## src/design/evtirq_pkg.sv

```systemverilog
// Package for the event flag and interrupt enable block
// ----------------------------------------------------------------------
// ----------------------------------------------------------------------
package evtirq_pkg;

	// ------------------------------------------------------------------
	// Bus geometry and register indices (byte address = index * 4)
	// ------------------------------------------------------------------
	localparam int ADDR_W = 5;
	localparam int DATA_W = 32;
	localparam int REG_W = 8;
	localparam logic [2:0] IDX_EN_FIRST = 3'h4;
	localparam logic [2:0] IDX_EN_SECOND = 3'h5;
	localparam logic [2:0] IDX_FLAGS_FIRST = 3'h6;
	localparam logic [2:0] IDX_FLAGS_SECOND = 3'h7;

	// ------------------------------------------------------------------
	// Field positions
	// ------------------------------------------------------------------
	localparam int BIT_PLL_LOST = 7;
	localparam int BIT_SYNC_LOCKED = 4;
	localparam int BIT_FIFO_WARN1 = 1;
	localparam int BIT_FIFO_WARN2 = 0;
	localparam int BIT_APC_PASS = 4;
	localparam int BIT_APC_FAIL = 3;
	localparam int BIT_SMP_ERR_FAIL = 2;

	// ------------------------------------------------------------------
	// Implemented bits and reset values
	// ------------------------------------------------------------------
	localparam logic [7:0] EN_FIRST_MASK = 8'h13;
	localparam logic [7:0] EN_SECOND_MASK = 8'h1C;
	localparam logic [7:0] FLAGS_FIRST_MASK = 8'h93;
	localparam logic [7:0] FLAGS_SECOND_MASK = 8'h1C;
	localparam logic [7:0] EN_RESET = 8'h00;
	localparam logic [7:0] FLAGS_RESET = 8'h00;
	localparam logic [31:0] RDATA_RESET = 32'h0000_0000;

	// ------------------------------------------------------------------
	// FIFO pointer proximity
	// ------------------------------------------------------------------
	localparam int PTR_W = 3;
	localparam logic [2:0] FIFO_WARN1_DIFF = 3'h1;
	localparam logic [2:0] FIFO_WARN2_DIFF = 3'h2;

	// ------------------------------------------------------------------
	// Carriers and state types
	// ------------------------------------------------------------------
	typedef struct packed {
		logic pll_lock;
		logic sync_lock;
		logic apc_pass;
		logic apc_fail;
		logic smp_err_fail;
	} evtirq_evt_t;

	typedef struct packed {
		logic ff1;
		logic ff2;
		logic ff3;
		logic level;
	} evtirq_sync_t;

	typedef struct packed {
		logic [7:0] q;
	} evtirq_flag_t;

	typedef struct packed {
		logic [7:0] en_first;
		logic [7:0] en_second;
		logic ack;
		logic [31:0] rdata;
		logic pll_prev;
		logic sync_prev;
	} evtirq_state_t;

endpackage : evtirq_pkg

```

## src/design/evtirq_top.sv

```systemverilog
// Event flags, interrupt enables and Avalon-MM register slave
//
// Design decision made here: the Avalon-MM register port.
`timescale 1ns/1ps
`default_nettype none
module evtirq_top
	import evtirq_pkg::*;
(
	// Clock, reset and clock enable
	input wire logic mclk,
	input wire logic rst,
	input wire logic ce,
	// Avalon-MM slave
	input wire logic [4:0] avs_address,
	input wire logic avs_read,
	input wire logic avs_write,
	input wire logic [31:0] avs_writedata,
	input wire logic [3:0] avs_byteenable,
	output logic [31:0] avs_readdata,
	output logic avs_waitrequest,
	// Event sources
	input wire evtirq_evt_t evt,
	input wire logic [2:0] fifo_rd_ptr,
	input wire logic [2:0] fifo_wr_ptr,
	// Interrupt request
	output logic irq
);

	evtirq_state_t s;
	evtirq_state_t next_s;

	logic pll_lvl;
	logic sync_lvl;
	logic [7:0] flags_first;
	logic [7:0] flags_second;
	logic [7:0] set_first;
	logic [7:0] set_second;
	logic [7:0] clr_first;
	logic [7:0] clr_second;
	logic [7:0] rd_mux;
	logic [2:0] idx;
	logic [2:0] ptr_diff;
	logic req;
	logic commit;
	logic wr_commit;
	logic pll_lost_evt;
	logic sync_locked_evt;

	// ------------------------------------------------------------------
	// Synchronisers for levels from the analog and sync domains
	// ------------------------------------------------------------------
	evtirq_sync u_sync_pll (
		.mclk(mclk),
		.rst(rst),
		.ce(ce),
		.d(evt.pll_lock),
		.q(pll_lvl)
	);

	evtirq_sync u_sync_lock (
		.mclk(mclk),
		.rst(rst),
		.ce(ce),
		.d(evt.sync_lock),
		.q(sync_lvl)
	);

	// ------------------------------------------------------------------
	// Bus decode
	// ------------------------------------------------------------------
	// One wait state: data are captured first, effects land on release
	assign idx = avs_address[4:2];
	assign req = avs_read | avs_write;
	assign avs_waitrequest = req & (~s.ack | ~ce);
	assign commit = ce & req & s.ack;
	assign wr_commit = commit & avs_write & avs_byteenable[0];
	assign avs_readdata = s.rdata;

	// Read mux; reserved and unmapped bits read as zero
	always_comb begin
		rd_mux = 8'h00;
		unique case (idx)
			IDX_EN_FIRST: rd_mux = s.en_first;
			IDX_EN_SECOND: rd_mux = s.en_second;
			IDX_FLAGS_FIRST: rd_mux = flags_first;
			IDX_FLAGS_SECOND: rd_mux = flags_second;
			default: rd_mux = 8'h00;
		endcase
	end

	// ------------------------------------------------------------------
	// Event detection
	// ------------------------------------------------------------------
	// Lock lost only counts after lock was seen, so power-up is quiet
	assign pll_lost_evt = s.pll_prev & ~pll_lvl;
	assign sync_locked_evt = ~s.sync_prev & sync_lvl;
	// Pointers wrap, so the difference is taken modulo the depth
	assign ptr_diff = PTR_W'(fifo_wr_ptr - fifo_rd_ptr);

	// Set vectors for both flag registers
	always_comb begin
		set_first = 8'h00;
		set_second = 8'h00;
		set_first[BIT_PLL_LOST] = pll_lost_evt;
		set_first[BIT_SYNC_LOCKED] = sync_locked_evt;
		set_first[BIT_FIFO_WARN1] = (ptr_diff == FIFO_WARN1_DIFF);
		set_first[BIT_FIFO_WARN2] = (ptr_diff == FIFO_WARN2_DIFF);
		set_second[BIT_APC_PASS] = evt.apc_pass;
		set_second[BIT_APC_FAIL] = evt.apc_fail;
		set_second[BIT_SMP_ERR_FAIL] = evt.smp_err_fail;
	end

	// Write of ones clears the matching flags
	always_comb begin
		clr_first = 8'h00;
		clr_second = 8'h00;
		if (wr_commit && idx == IDX_FLAGS_FIRST) begin
			clr_first = avs_writedata[7:0];
		end
		if (wr_commit && idx == IDX_FLAGS_SECOND) begin
			clr_second = avs_writedata[7:0];
		end
	end

	// ------------------------------------------------------------------
	// Flag registers
	// ------------------------------------------------------------------
	evtirq_flagreg #(
		.MASK(FLAGS_FIRST_MASK)
	) u_flags_first (
		.mclk(mclk),
		.rst(rst),
		.ce(ce),
		.set(set_first),
		.clr(clr_first),
		.q(flags_first)
	);

	evtirq_flagreg #(
		.MASK(FLAGS_SECOND_MASK)
	) u_flags_second (
		.mclk(mclk),
		.rst(rst),
		.ce(ce),
		.set(set_second),
		.clr(clr_second),
		.q(flags_second)
	);

	// ------------------------------------------------------------------
	// Next state: bus handshake, enables, edge history
	// ------------------------------------------------------------------
	always_comb begin
		next_s = s;
		if (ce) begin
			next_s.pll_prev = pll_lvl;
			next_s.sync_prev = sync_lvl;
			if (req && !s.ack) begin
				next_s.ack = 1'b1;
				next_s.rdata = {24'h00_0000, rd_mux};
			end else begin
				next_s.ack = 1'b0;
			end
			// Only documented enable bits store; the rest stay zero
			if (wr_commit && idx == IDX_EN_FIRST) begin
				next_s.en_first = avs_writedata[7:0] & EN_FIRST_MASK;
			end
			if (wr_commit && idx == IDX_EN_SECOND) begin
				next_s.en_second = avs_writedata[7:0] & EN_SECOND_MASK;
			end
		end
	end

	// State register
	always_ff @(posedge mclk or posedge rst) begin
		if (rst) begin
			s.en_first <= EN_RESET;
			s.en_second <= EN_RESET;
			s.ack <= 1'b0;
			s.rdata <= RDATA_RESET;
			s.pll_prev <= 1'b0;
			s.sync_prev <= 1'b0;
		end else begin
			s <= next_s;
		end
	end

	// ------------------------------------------------------------------
	// Interrupt output
	// ------------------------------------------------------------------
	// Level output, follows the flags with no extra latency
	assign irq = (|(flags_first & s.en_first)) |
		(|(flags_second & s.en_second));

	// ------------------------------------------------------------------
	// Checks
	// ------------------------------------------------------------------
	property p_en_sync;
		@(posedge mclk) disable iff (rst)
		(ce && sync_locked_evt && s.en_first[BIT_SYNC_LOCKED]
			&& !(wr_commit && idx == IDX_EN_FIRST)) |=> irq;
	endproperty
	a_en_sync: assert property (p_en_sync)
		else $error("sync locked did not raise interrupt");

	property p_en_warn1;
		@(posedge mclk) disable iff (rst)
		(flags_first[BIT_FIFO_WARN1] && s.en_first[BIT_FIFO_WARN1]) |-> irq;
	endproperty
	a_en_warn1: assert property (p_en_warn1)
		else $error("enabled warning one without interrupt");

	property p_en_warn2;
		@(posedge mclk) disable iff (rst)
		(ce && wr_commit && idx == IDX_EN_FIRST
			&& avs_writedata[BIT_FIFO_WARN2] && flags_first[BIT_FIFO_WARN2])
			|=> irq;
	endproperty
	a_en_warn2: assert property (p_en_warn2)
		else $error("enabling warning two left interrupt low");

	property p_en_second;
		@(posedge mclk) disable iff (rst)
		((flags_second & s.en_second & EN_SECOND_MASK) != 8'h00) |-> irq;
	endproperty
	a_en_second: assert property (p_en_second)
		else $error("enabled compare flag without interrupt");

	property p_reserved;
		@(posedge mclk) disable iff (rst)
		(ce && wr_commit && idx == IDX_EN_SECOND)
			|=> (s.en_second == ($past(avs_writedata[7:0]) & EN_SECOND_MASK));
	endproperty
	a_reserved: assert property (p_reserved)
		else $error("second enable register stored wrong bits");

	property p_pll_lost;
		@(posedge mclk) disable iff (rst)
		(ce && s.pll_prev && !pll_lvl) |=> flags_first[BIT_PLL_LOST];
	endproperty
	a_pll_lost: assert property (p_pll_lost)
		else $error("lock loss not flagged");

	property p_pll_stays;
		@(posedge mclk) disable iff (rst)
		(flags_first[BIT_PLL_LOST] && !(clr_first[BIT_PLL_LOST] && ce))
			|=> flags_first[BIT_PLL_LOST];
	endproperty
	a_pll_stays: assert property (p_pll_stays)
		else $error("lock lost flag fell without clear");

	property p_fifo_warn;
		@(posedge mclk) disable iff (rst)
		(ce && ptr_diff == FIFO_WARN1_DIFF) |=> flags_first[BIT_FIFO_WARN1];
	endproperty
	a_fifo_warn: assert property (p_fifo_warn)
		else $error("pointer difference one not flagged");

	property p_irq_quiet;
		@(posedge mclk) disable iff (rst)
		(flags_first == 8'h00 && flags_second == 8'h00) |-> !irq;
	endproperty
	a_irq_quiet: assert property (p_irq_quiet)
		else $error("interrupt high with no flag set");

	property p_bus_answer;
		@(posedge mclk) disable iff (rst)
		(ce && req && avs_waitrequest) ##1 (ce && $stable(avs_address) && req)
			|-> !avs_waitrequest;
	endproperty
	a_bus_answer: assert property (p_bus_answer)
		else $error("bus answer late");

	// ------------------------------------------------------------------
	// Event to flag checks for the other five sources, then mask, clear, freeze and bus checks
	// ------------------------------------------------------------------
	property p_fifo_warn2;
		@(posedge mclk) disable iff (rst)
		(ce && ptr_diff == FIFO_WARN2_DIFF) |=> flags_first[BIT_FIFO_WARN2];
	endproperty
	a_fifo_warn2: assert property (p_fifo_warn2)
		else $error("pointer difference two not flagged");

	property p_sync_flag;
		@(posedge mclk) disable iff (rst)
		(ce && sync_locked_evt) |=> flags_first[BIT_SYNC_LOCKED];
	endproperty
	a_sync_flag: assert property (p_sync_flag)
		else $error("sync locked event not flagged");

	property p_apc_pass_flag;
		@(posedge mclk) disable iff (rst)
		(ce && evt.apc_pass) |=> flags_second[BIT_APC_PASS];
	endproperty
	a_apc_pass_flag: assert property (p_apc_pass_flag)
		else $error("pattern compare pass not flagged");

	property p_apc_fail_flag;
		@(posedge mclk) disable iff (rst)
		(ce && evt.apc_fail) |=> flags_second[BIT_APC_FAIL];
	endproperty
	a_apc_fail_flag: assert property (p_apc_fail_flag)
		else $error("pattern compare fail not flagged");

	property p_smp_err_flag;
		@(posedge mclk) disable iff (rst)
		(ce && evt.smp_err_fail) |=> flags_second[BIT_SMP_ERR_FAIL];
	endproperty
	a_smp_err_flag: assert property (p_smp_err_flag)
		else $error("sample error fail not flagged");

	property p_irq_masked;
		@(posedge mclk) disable iff (rst)
		((flags_first & s.en_first) == 8'h00
			&& (flags_second & s.en_second) == 8'h00) |-> !irq;
	endproperty
	a_irq_masked: assert property (p_irq_masked)
		else $error("interrupt high with every flag masked");

	// Write-one clear seen from the top, a bit set by a same-cycle event is left out of the check
	property p_clr_first;
		@(posedge mclk) disable iff (rst)
		(clr_first != 8'h00) |=> ((flags_first & $past(clr_first)
			& ~$past(set_first)) == 8'h00);
	endproperty
	a_clr_first: assert property (p_clr_first)
		else $error("write of one left a first flag set");

	// Clock enable low must freeze both flag registers and both enable registers
	property p_freeze;
		@(posedge mclk) disable iff (rst)
		!ce |=> ($stable(flags_first) && $stable(flags_second)
			&& $stable(s.en_first) && $stable(s.en_second));
	endproperty
	a_freeze: assert property (p_freeze)
		else $error("state moved while clock enable low");

	property p_wait_idle;
		@(posedge mclk) disable iff (rst)
		!req |-> !avs_waitrequest;
	endproperty
	a_wait_idle: assert property (p_wait_idle)
		else $error("waitrequest high with no request");

	property p_rdata_high;
		@(posedge mclk) disable iff (rst)
		(avs_read && !avs_waitrequest) |-> (avs_readdata[31:8] == 24'h00_0000);
	endproperty
	a_rdata_high: assert property (p_rdata_high)
		else $error("read data upper bytes not zero");

endmodule : evtirq_top
`default_nettype wire

```

## src/design/evtirq_sync.sv

```systemverilog
// Three-stage level synchroniser with agreement filter
`timescale 1ns/1ps
`default_nettype none
module evtirq_sync
	import evtirq_pkg::*;
(
	// Clock and reset
	input wire logic mclk,
	input wire logic rst,
	input wire logic ce,
	// Level from another domain and its clean copy
	input wire logic d,
	output logic q
);

	evtirq_sync_t s;
	evtirq_sync_t next_s;

	// ------------------------------------------------------------------
	// Next state: first stage feeds only the second
	// ------------------------------------------------------------------
	always_comb begin
		next_s = s;
		if (ce) begin
			next_s.ff1 = d;
			next_s.ff2 = s.ff1;
			next_s.ff3 = s.ff2;
			// Accept a change only once two late stages agree
			if (s.ff2 == s.ff3) begin
				next_s.level = s.ff3;
			end
		end
	end

	// State register
	always_ff @(posedge mclk or posedge rst) begin
		if (rst) begin
			s <= '0;
		end else begin
			s <= next_s;
		end
	end

	assign q = s.level;

endmodule : evtirq_sync
`default_nettype wire

```

## src/design/evtirq_flagreg.sv

```systemverilog
// Sticky event flag register, write one to clear, set wins
`timescale 1ns/1ps
`default_nettype none
module evtirq_flagreg
	import evtirq_pkg::*;
#(
	parameter logic [7:0] MASK = 8'hFF
) (
	// Clock and reset
	input wire logic mclk,
	input wire logic rst,
	input wire logic ce,
	// Event sets and software clears
	input wire logic [7:0] set,
	input wire logic [7:0] clr,
	// Flag contents
	output logic [7:0] q
);

	evtirq_flag_t s;
	evtirq_flag_t next_s;

	// Set over clear so an event in the clearing cycle is kept
	always_comb begin
		next_s = s;
		if (ce) begin
			next_s.q = ((s.q & ~clr) | set) & MASK;
		end
	end

	// State register
	always_ff @(posedge mclk or posedge rst) begin
		if (rst) begin
			s.q <= FLAGS_RESET;
		end else begin
			s <= next_s;
		end
	end

	assign q = s.q;

	// ------------------------------------------------------------------
	// Checks
	// ------------------------------------------------------------------
	property p_flag_hold;
		@(posedge mclk) disable iff (rst)
		(ce && (clr & s.q) == 8'h00) |=> ((s.q & $past(s.q)) == $past(s.q));
	endproperty
	a_flag_hold: assert property (p_flag_hold)
		else $error("flag dropped without a clearing write");

	property p_flag_clear;
		@(posedge mclk) disable iff (rst)
		(ce && (clr & ~set & MASK) != 8'h00)
			|=> ((s.q & $past(clr) & ~$past(set) & MASK) == 8'h00);
	endproperty
	a_flag_clear: assert property (p_flag_clear)
		else $error("write of one did not clear flag");

	property p_set_wins;
		@(posedge mclk) disable iff (rst)
		(ce && (set & clr & MASK) != 8'h00)
			|=> ((s.q & $past(set) & $past(clr) & MASK)
				== ($past(set) & $past(clr) & MASK));
	endproperty
	a_set_wins: assert property (p_set_wins)
		else $error("event lost during clear");

endmodule : evtirq_flagreg
`default_nettype wire

```

## config.mk

```make
export PLATFORM = sky130hd
export DESIGN_NAME = evtirq_top
export DESIGN_NICKNAME = d
export VERILOG_FILES = /design/src/design/evtirq_pkg.sv /design/src/design/evtirq_top.sv /design/src/design/evtirq_sync.sv /design/src/design/evtirq_flagreg.sv
export SDC_FILE = /design/constraint.sdc
export NUM_CORES = 1
export LEC_CHECK = 0
export BUFFER_PORTS_ARGS = -buffer_cell sky130_fd_sc_hd__buf_4
export CAP_MARGIN = 30
export CORE_MARGIN = 2
export CORE_UTILIZATION = 46
export CTS_BUF_LIST = sky130_fd_sc_hd__clkbuf_4 sky130_fd_sc_hd__clkbuf_8
export DETAILED_ROUTE_END_ITERATION = 8
export GPL_ROUTABILITY_DRIVEN = 1
export MAX_ROUTING_LAYER = met4
export PLACE_DENSITY = 0.91
export SLEW_MARGIN = 20
export SYNTH_ARGS = -nofsm -noshare
export SYNTH_HDL_FRONTEND = slang
export SYNTH_SLANG_ARGS = --single-unit
```

## constraint.sdc

```tcl
create_clock -name mclk -period 1.6 [get_ports mclk]
set_input_delay 0.08 -clock mclk [delete_from_list [all_inputs] [get_ports mclk]]
set_output_delay 0.08 -clock mclk [all_outputs]
set_load 0.005 [all_outputs]
```

## After elaboration in Yosys (flattened, before gate mapping)

Index checks and enable logic that the tools add are counted.
W data, S select, Z words.

| operators by class | value |
|---|---|
| add/sub/neg operators | 1 |
| equality and inequality tests | 8 |
| muxes and demuxes | 4 |
| bitwise operators | 22 |
| reduce and logical (&&, ||, !) cells | 13 |

Operators by type and width:

| kind | number |
|---|---|
| $pmux W8 S4 | 1 |
| $reduce_or A8 Y1 | 2 |
| $eq A3 B3 Y1 const B | 4 |
| $and A5 B5 Y5 | 2 |
| $reduce_and A2 Y1 | 5 |
| $and A8 B5 Y8 | 1 |
| $and A8 B8 Y8 | 1 |
| $mux W8 | 1 |
| $not A8 Y8 | 1 |
| $or A8 B8 Y8 | 1 |
| $and A1 B1 Y1 | 7 |
| $logic_and A1 B1 Y1 | 5 |
| $mux W5 | 1 |
| $not A5 Y5 | 1 |
| $or A5 B5 Y5 | 1 |
| $not A1 Y1 | 4 |
| $eq A3 B1 Y1 const B | 1 |
| $eq A3 B2 Y1 const B | 1 |
| $or A1 B1 Y1 | 3 |
| $sub A3 B3 Y3 | 1 |
| $eq A1 B1 Y1 | 2 |
| $logic_not A1 Y1 | 1 |
| $mux W1 | 1 |

| word-level totals | value |
|---|---|
| register bits | 32 |
| input bits | 57 |
| logic and storage cells | 64 |

## Depth between registers and ports, before layout

| depth | value |
|---|---|
| depth in word-level cells | 10 |
| depth in mapped cells | 7 |
| mapped depth without buffers | 7 |

## Hierarchy

From an unflattened synthesis, not the netlist that was laid out.

| second synthesis, totals | value |
|---|---|
| cell total of the unflattened synthesis | 196 |
| area, all modules | 1980.6 um2 |

Modules (own cells, without submodules):

| module | instances | cells an instance | area an instance (um2) |
|---|---|---|---|
| evtirq_top | 1 | 135 | 1306.3 |
| evtirq_sync | 2 | 13 | 158.9 |
| evtirq_flagreg at u_flags_first | 1 | 19 | 198.9 |
| evtirq_flagreg at u_flags_second | 1 | 16 | 157.7 |

## Worst setup path after synthesis

OpenSTA, ideal clock, no wires.

| timing path | value |
|---|---|
| path type | flip-flop to flip-flop |
| from | register s[34] (netlist name) |
| to | register s[43] (netlist name) |
| setup time | 0.125 ns |
| data arrival time | 1.197 ns |
| slack | 0.278 ns |
| cell stages (with the launch flop) | 4 |
| period minus slack after synthesis | 1.322 ns |
| cells stage by stage | dfrtp_1 -> nand4_4 -> nor4b_4 -> mux2_2 |

| on the way | value |
|---|---|
| word-level cells in the longest chain between the ends | 5 |

RTL lines:

| element | RTL line | source |
|---|---|---|
| from (decl) | evtirq_top.sv:29 | `evtirq_state_t s;` |
| from (signal assigned) | evtirq_top.sv:184 | `s <= next_s;` |
| $and A1 B1 Y1 | evtirq_top.sv:75 | `assign commit = ce & req & s.ack;` |
| $and A1 B1 Y1 (2 in series) | evtirq_top.sv:76 | `assign wr_commit = commit & avs_write & avs_byteenable[0];` |
| $logic_and A1 B1 Y1 | evtirq_top.sv:165 | `if (wr_commit && idx == IDX_EN_FIRST) begin` |
| $reduce_and A2 Y1 (no source line) | - |  |

No other way between the ends.
A chain may end at the register's enable or synchronous reset.

## Worst setup path in the final report

| timing path | value |
|---|---|
| from | register s[34] (netlist name) |
| to | register s[47] (netlist name) |

The elaborated chain is that of the path after synthesis.

==> impl_metrics.ini <==
[outcome]
status = completed

[worst_setup_path]
critPathTopFamily = simple AND/OR/NAND/NOR gates
r2r-start = s[34]
crit_arrival_ns = 1.67
cp_max_fo = 9
critPathRequiredTime_ns = 1.76
cp-end-kind = flip-flop
max_stage_delay_ns = 0.42
critical-path-slowest-cell = dfrtp_1
crit_buf_inv = 0
start_kind = flip-flop
crit_chain = nand4_4, nor4b_4, mux2_2
path_class = reg2reg
timing.rr.end = s[47]
r2r_slack_ns = 0.09
r2r_cells = 3

[logic_synthesis]
ys_warn_count = 0
synth_flop_cell = dfrtp_1
synthArstFlopShare = 1.000
syn_area_um2 = 1717
ys_types = 29
seq_area_frac_synth = 0.4373
netlist.area_leader.share = 0.4373
synthTopCellsByArea = dfrtp_1 44%, buf_4 15%, mux2_2 9.8%
synth-seq-cells = 30
synth_area_leader_cell = dfrtp_1
synth_edf_count = 0
postSynthCellCount = 161
avgSynthCellArea_um2 = 10.66

[clock_network]
clk_path_buf_depth = 2
ctsRootBufferMaster = clkbuf_8
clkTransAtPathRegs_ns = 0.06
cts_resized = 0
clk_latency_ns = 0.28
h-tree-depth = 2
clock_sinks = 30
cts_buffers = 5
cts_setup_buffers = 0
postCtsHoldBufs = 4
cts_tree = done

[sta]
finalCriticalPeriod_ns = 1.511
setup_viol = 0
rsz0062_at_grt = no
layout_setup_ws_ns = 0.08861
hold_viol_final = 0
holdWs_ns = 0.03303
slew_violations = 0
skew_ns = 0.002405
final.setup.tns_ns = 0
finalCritPeriodShare = 0.9446
fmax_ghz = 0.6616

[power_and_ir_drop]
power_frac_clock = 0.315
switchingPower_mw = 0.5286
leakage_nw = 0.9372
power.sequential.fraction = 0.479
p_int_mw = 1.469
switching_share = 0.2646
vdd_drop_max_mv = 0.7029
power_density_nw_per_um2 = 1003
combPwrFrac = 0.206

[placed_design]
pre_cts_ws_ns = 0.06500
dp_hpwl_um = 2106
io_buffers = 33
gp_congestion = 0.8099

[drt]
dr.pass1.iters = 4
route.detailed.drc = 0
vias = 1187
drt_iter0_drc = 65
wl_per_cell_um = 12.11
vias_per_cell = 4.885
wirelength_um = 2943
antenna_left = 0

[hold_path]
hold_end = u_sync_lock.s[3]
worstHoldStart = evt[3]
min_path_cells = 2
min_path_type = in2reg

[grt]
antenna_found_initial = 0
grt-ovfl-total = 0
grt_first_pass_wirelength_um = 4995
grt_max_degree = 31
grt_pass1_vias = 1125
grt.total_usage = 0.1589

[layout]
regArea_um2 = 750.7
antennaDiodeCount = 0
fillers = 326
layout.nets = 253
area_growth_pct = 16.03
multi_input_area_um2 = 760.7
drive_gt1_frac = 0.3179

[floorplanning]
ios = 91
die_w_um = 65.09
fp-row-count = 22
start_util = 0.4725
die_h_um = 65.09
die_area_um2 = 4237
core-area_um2 = 3633

[flow_run]
cap_violations = 0
-- worst reg2reg max path: cells and delay by family, from the launching register on --
family | cells | cell delay [ns]
muxes | 1 | 0.38
DFF | 1 | 0.42
and+or+nand+nor | 2 | 0.59
-- flip-flops by register name, indices dropped and copies added (netlist names) --
| name | cells |
|---|---|
| u_sync_lock.q | 1 |
| avs_readdata | 6 |
| u_flags_second.q | 3 |
| u_flags_first.q | 4 |
| u_sync_lock.s | 3 |
| u_sync_pll.s | 3 |
| s | 9 |
| u_sync_pll.q | 1 |
-- synthesized netlist by cell type (2+ instances only) --
cell and instances:
nand2_1 13, inv_1 6, mux2_2 15, nand3_1 5, mux2i_1 2, a21oi_1 5
nand4_1 3, nor2_1 4, o21ai_0 13, a22o_1 2, a22oi_1 3, nand2b_1 2
buf_4 35, dfrtp_1 30, buf_2 2, o31ai_1 8
-- power by group through the flow --
stage	clock [mW]	sequential [mW]	combinational (mW)
2_1_floorplan	0	0.946	0.331
3_3_place_gp	0	0.961	0.392
3_5_place_dp	0	0.968	0.406
4_1_cts	0.645	0.955	0.414
5_1_grt	0.676	0.969	0.461
6_report	0.629	0.957	0.412
-- how the worst max path moves through the flow --
| stage | startpoint | end | cells past startpoint |
|---|---|---|---|
| final | s[34] | s[47] | 3 |
| after global placement | fifo_wr_ptr[0] | u_flags_first.q[1] | 8 |
| after global routing | s[34] | s[43] | 3 |
| after CTS | s[34] | s[47] | 3 |
| after floorplan | s[34] | s[43] | 3 |
| after detailed placement | fifo_wr_ptr[0] | u_flags_first.q[1] | 8 |
-- per-stage QoR --
step / utilization / instances / power [mW] / area, um2
detailed placement: 0.5110 / 231 / 1.373 / 1857
global route: 0.5482 / 243 / 2.106 / 1992
floorplan: - / 186 / 1.276 / 1810
CTS: 0.5482 / 243 / 2.015 / 1992
global placement: 0.5110 / 231 / 1.353 / 1857
finish: 0.5482 / 243 / 1.998 / 1992
-- cells by family after synthesis --
| logic type | Yosys count | share of synthesized area |
|---|---|---|
| AO/OA/AOI/OAI | 31 | 0.1108 |
| flip-flops | 30 | 0.4373 |
| adder cells (fa/ha/maj) | 2 | 0.01895 |
| buffers and inverters | 44 | 0.1742 |
| AND/OR/NAND/NOR | 34 | 0.1195 |
| XOR/XNOR | 1 | 0.01385 |
| multiplexers | 18 | 0.1232 |
| other | 1 | 0.002184 |
-- cell usage in the layout (no fill, tap or decap), drive strengths merged --
cell         instances
buf                 35
dfrtp               30
conb                26
mux2                15
nand2               13
o21ai               13
o31ai                8
clkbuf               7
inv                  6
nand3                5
a21oi                5
nor2                 4
dlygate4sd3          4
nand4                4
a22oi                3
nand2b               3
mux2i                2
a22o                 2
xor3                 1
or2                  1
or2b                 1
nor3                 1
nor4b                1
nand3b               1
mux4                 1
fa                   1
ha                   1
clkinv               1
-- per-layer routing --
metal | vias to the layer above | part of all wire | track usage
met4 | 0 | 0.012 | 0.07031
li1 | 564 | - | -
met5 | - | 0 | -
met2 | 49 | 0.49 | 0.2590
met1 | 570 | 0.43 | 0.1883
met3 | 4 | 0.075 | 0.03938
-- area by class of cell --
class                      instances  share of cell area
multi-input combinational        112              0.3819
sequential                        30              0.3769
timing repair buffer              39              0.1520
clock buffer                       7             0.04523
tap                               48             0.03015
inverter                           6             0.01131
clock inverter                     1            0.002513
Note: power is estimated with default switching activity, not from simulation.
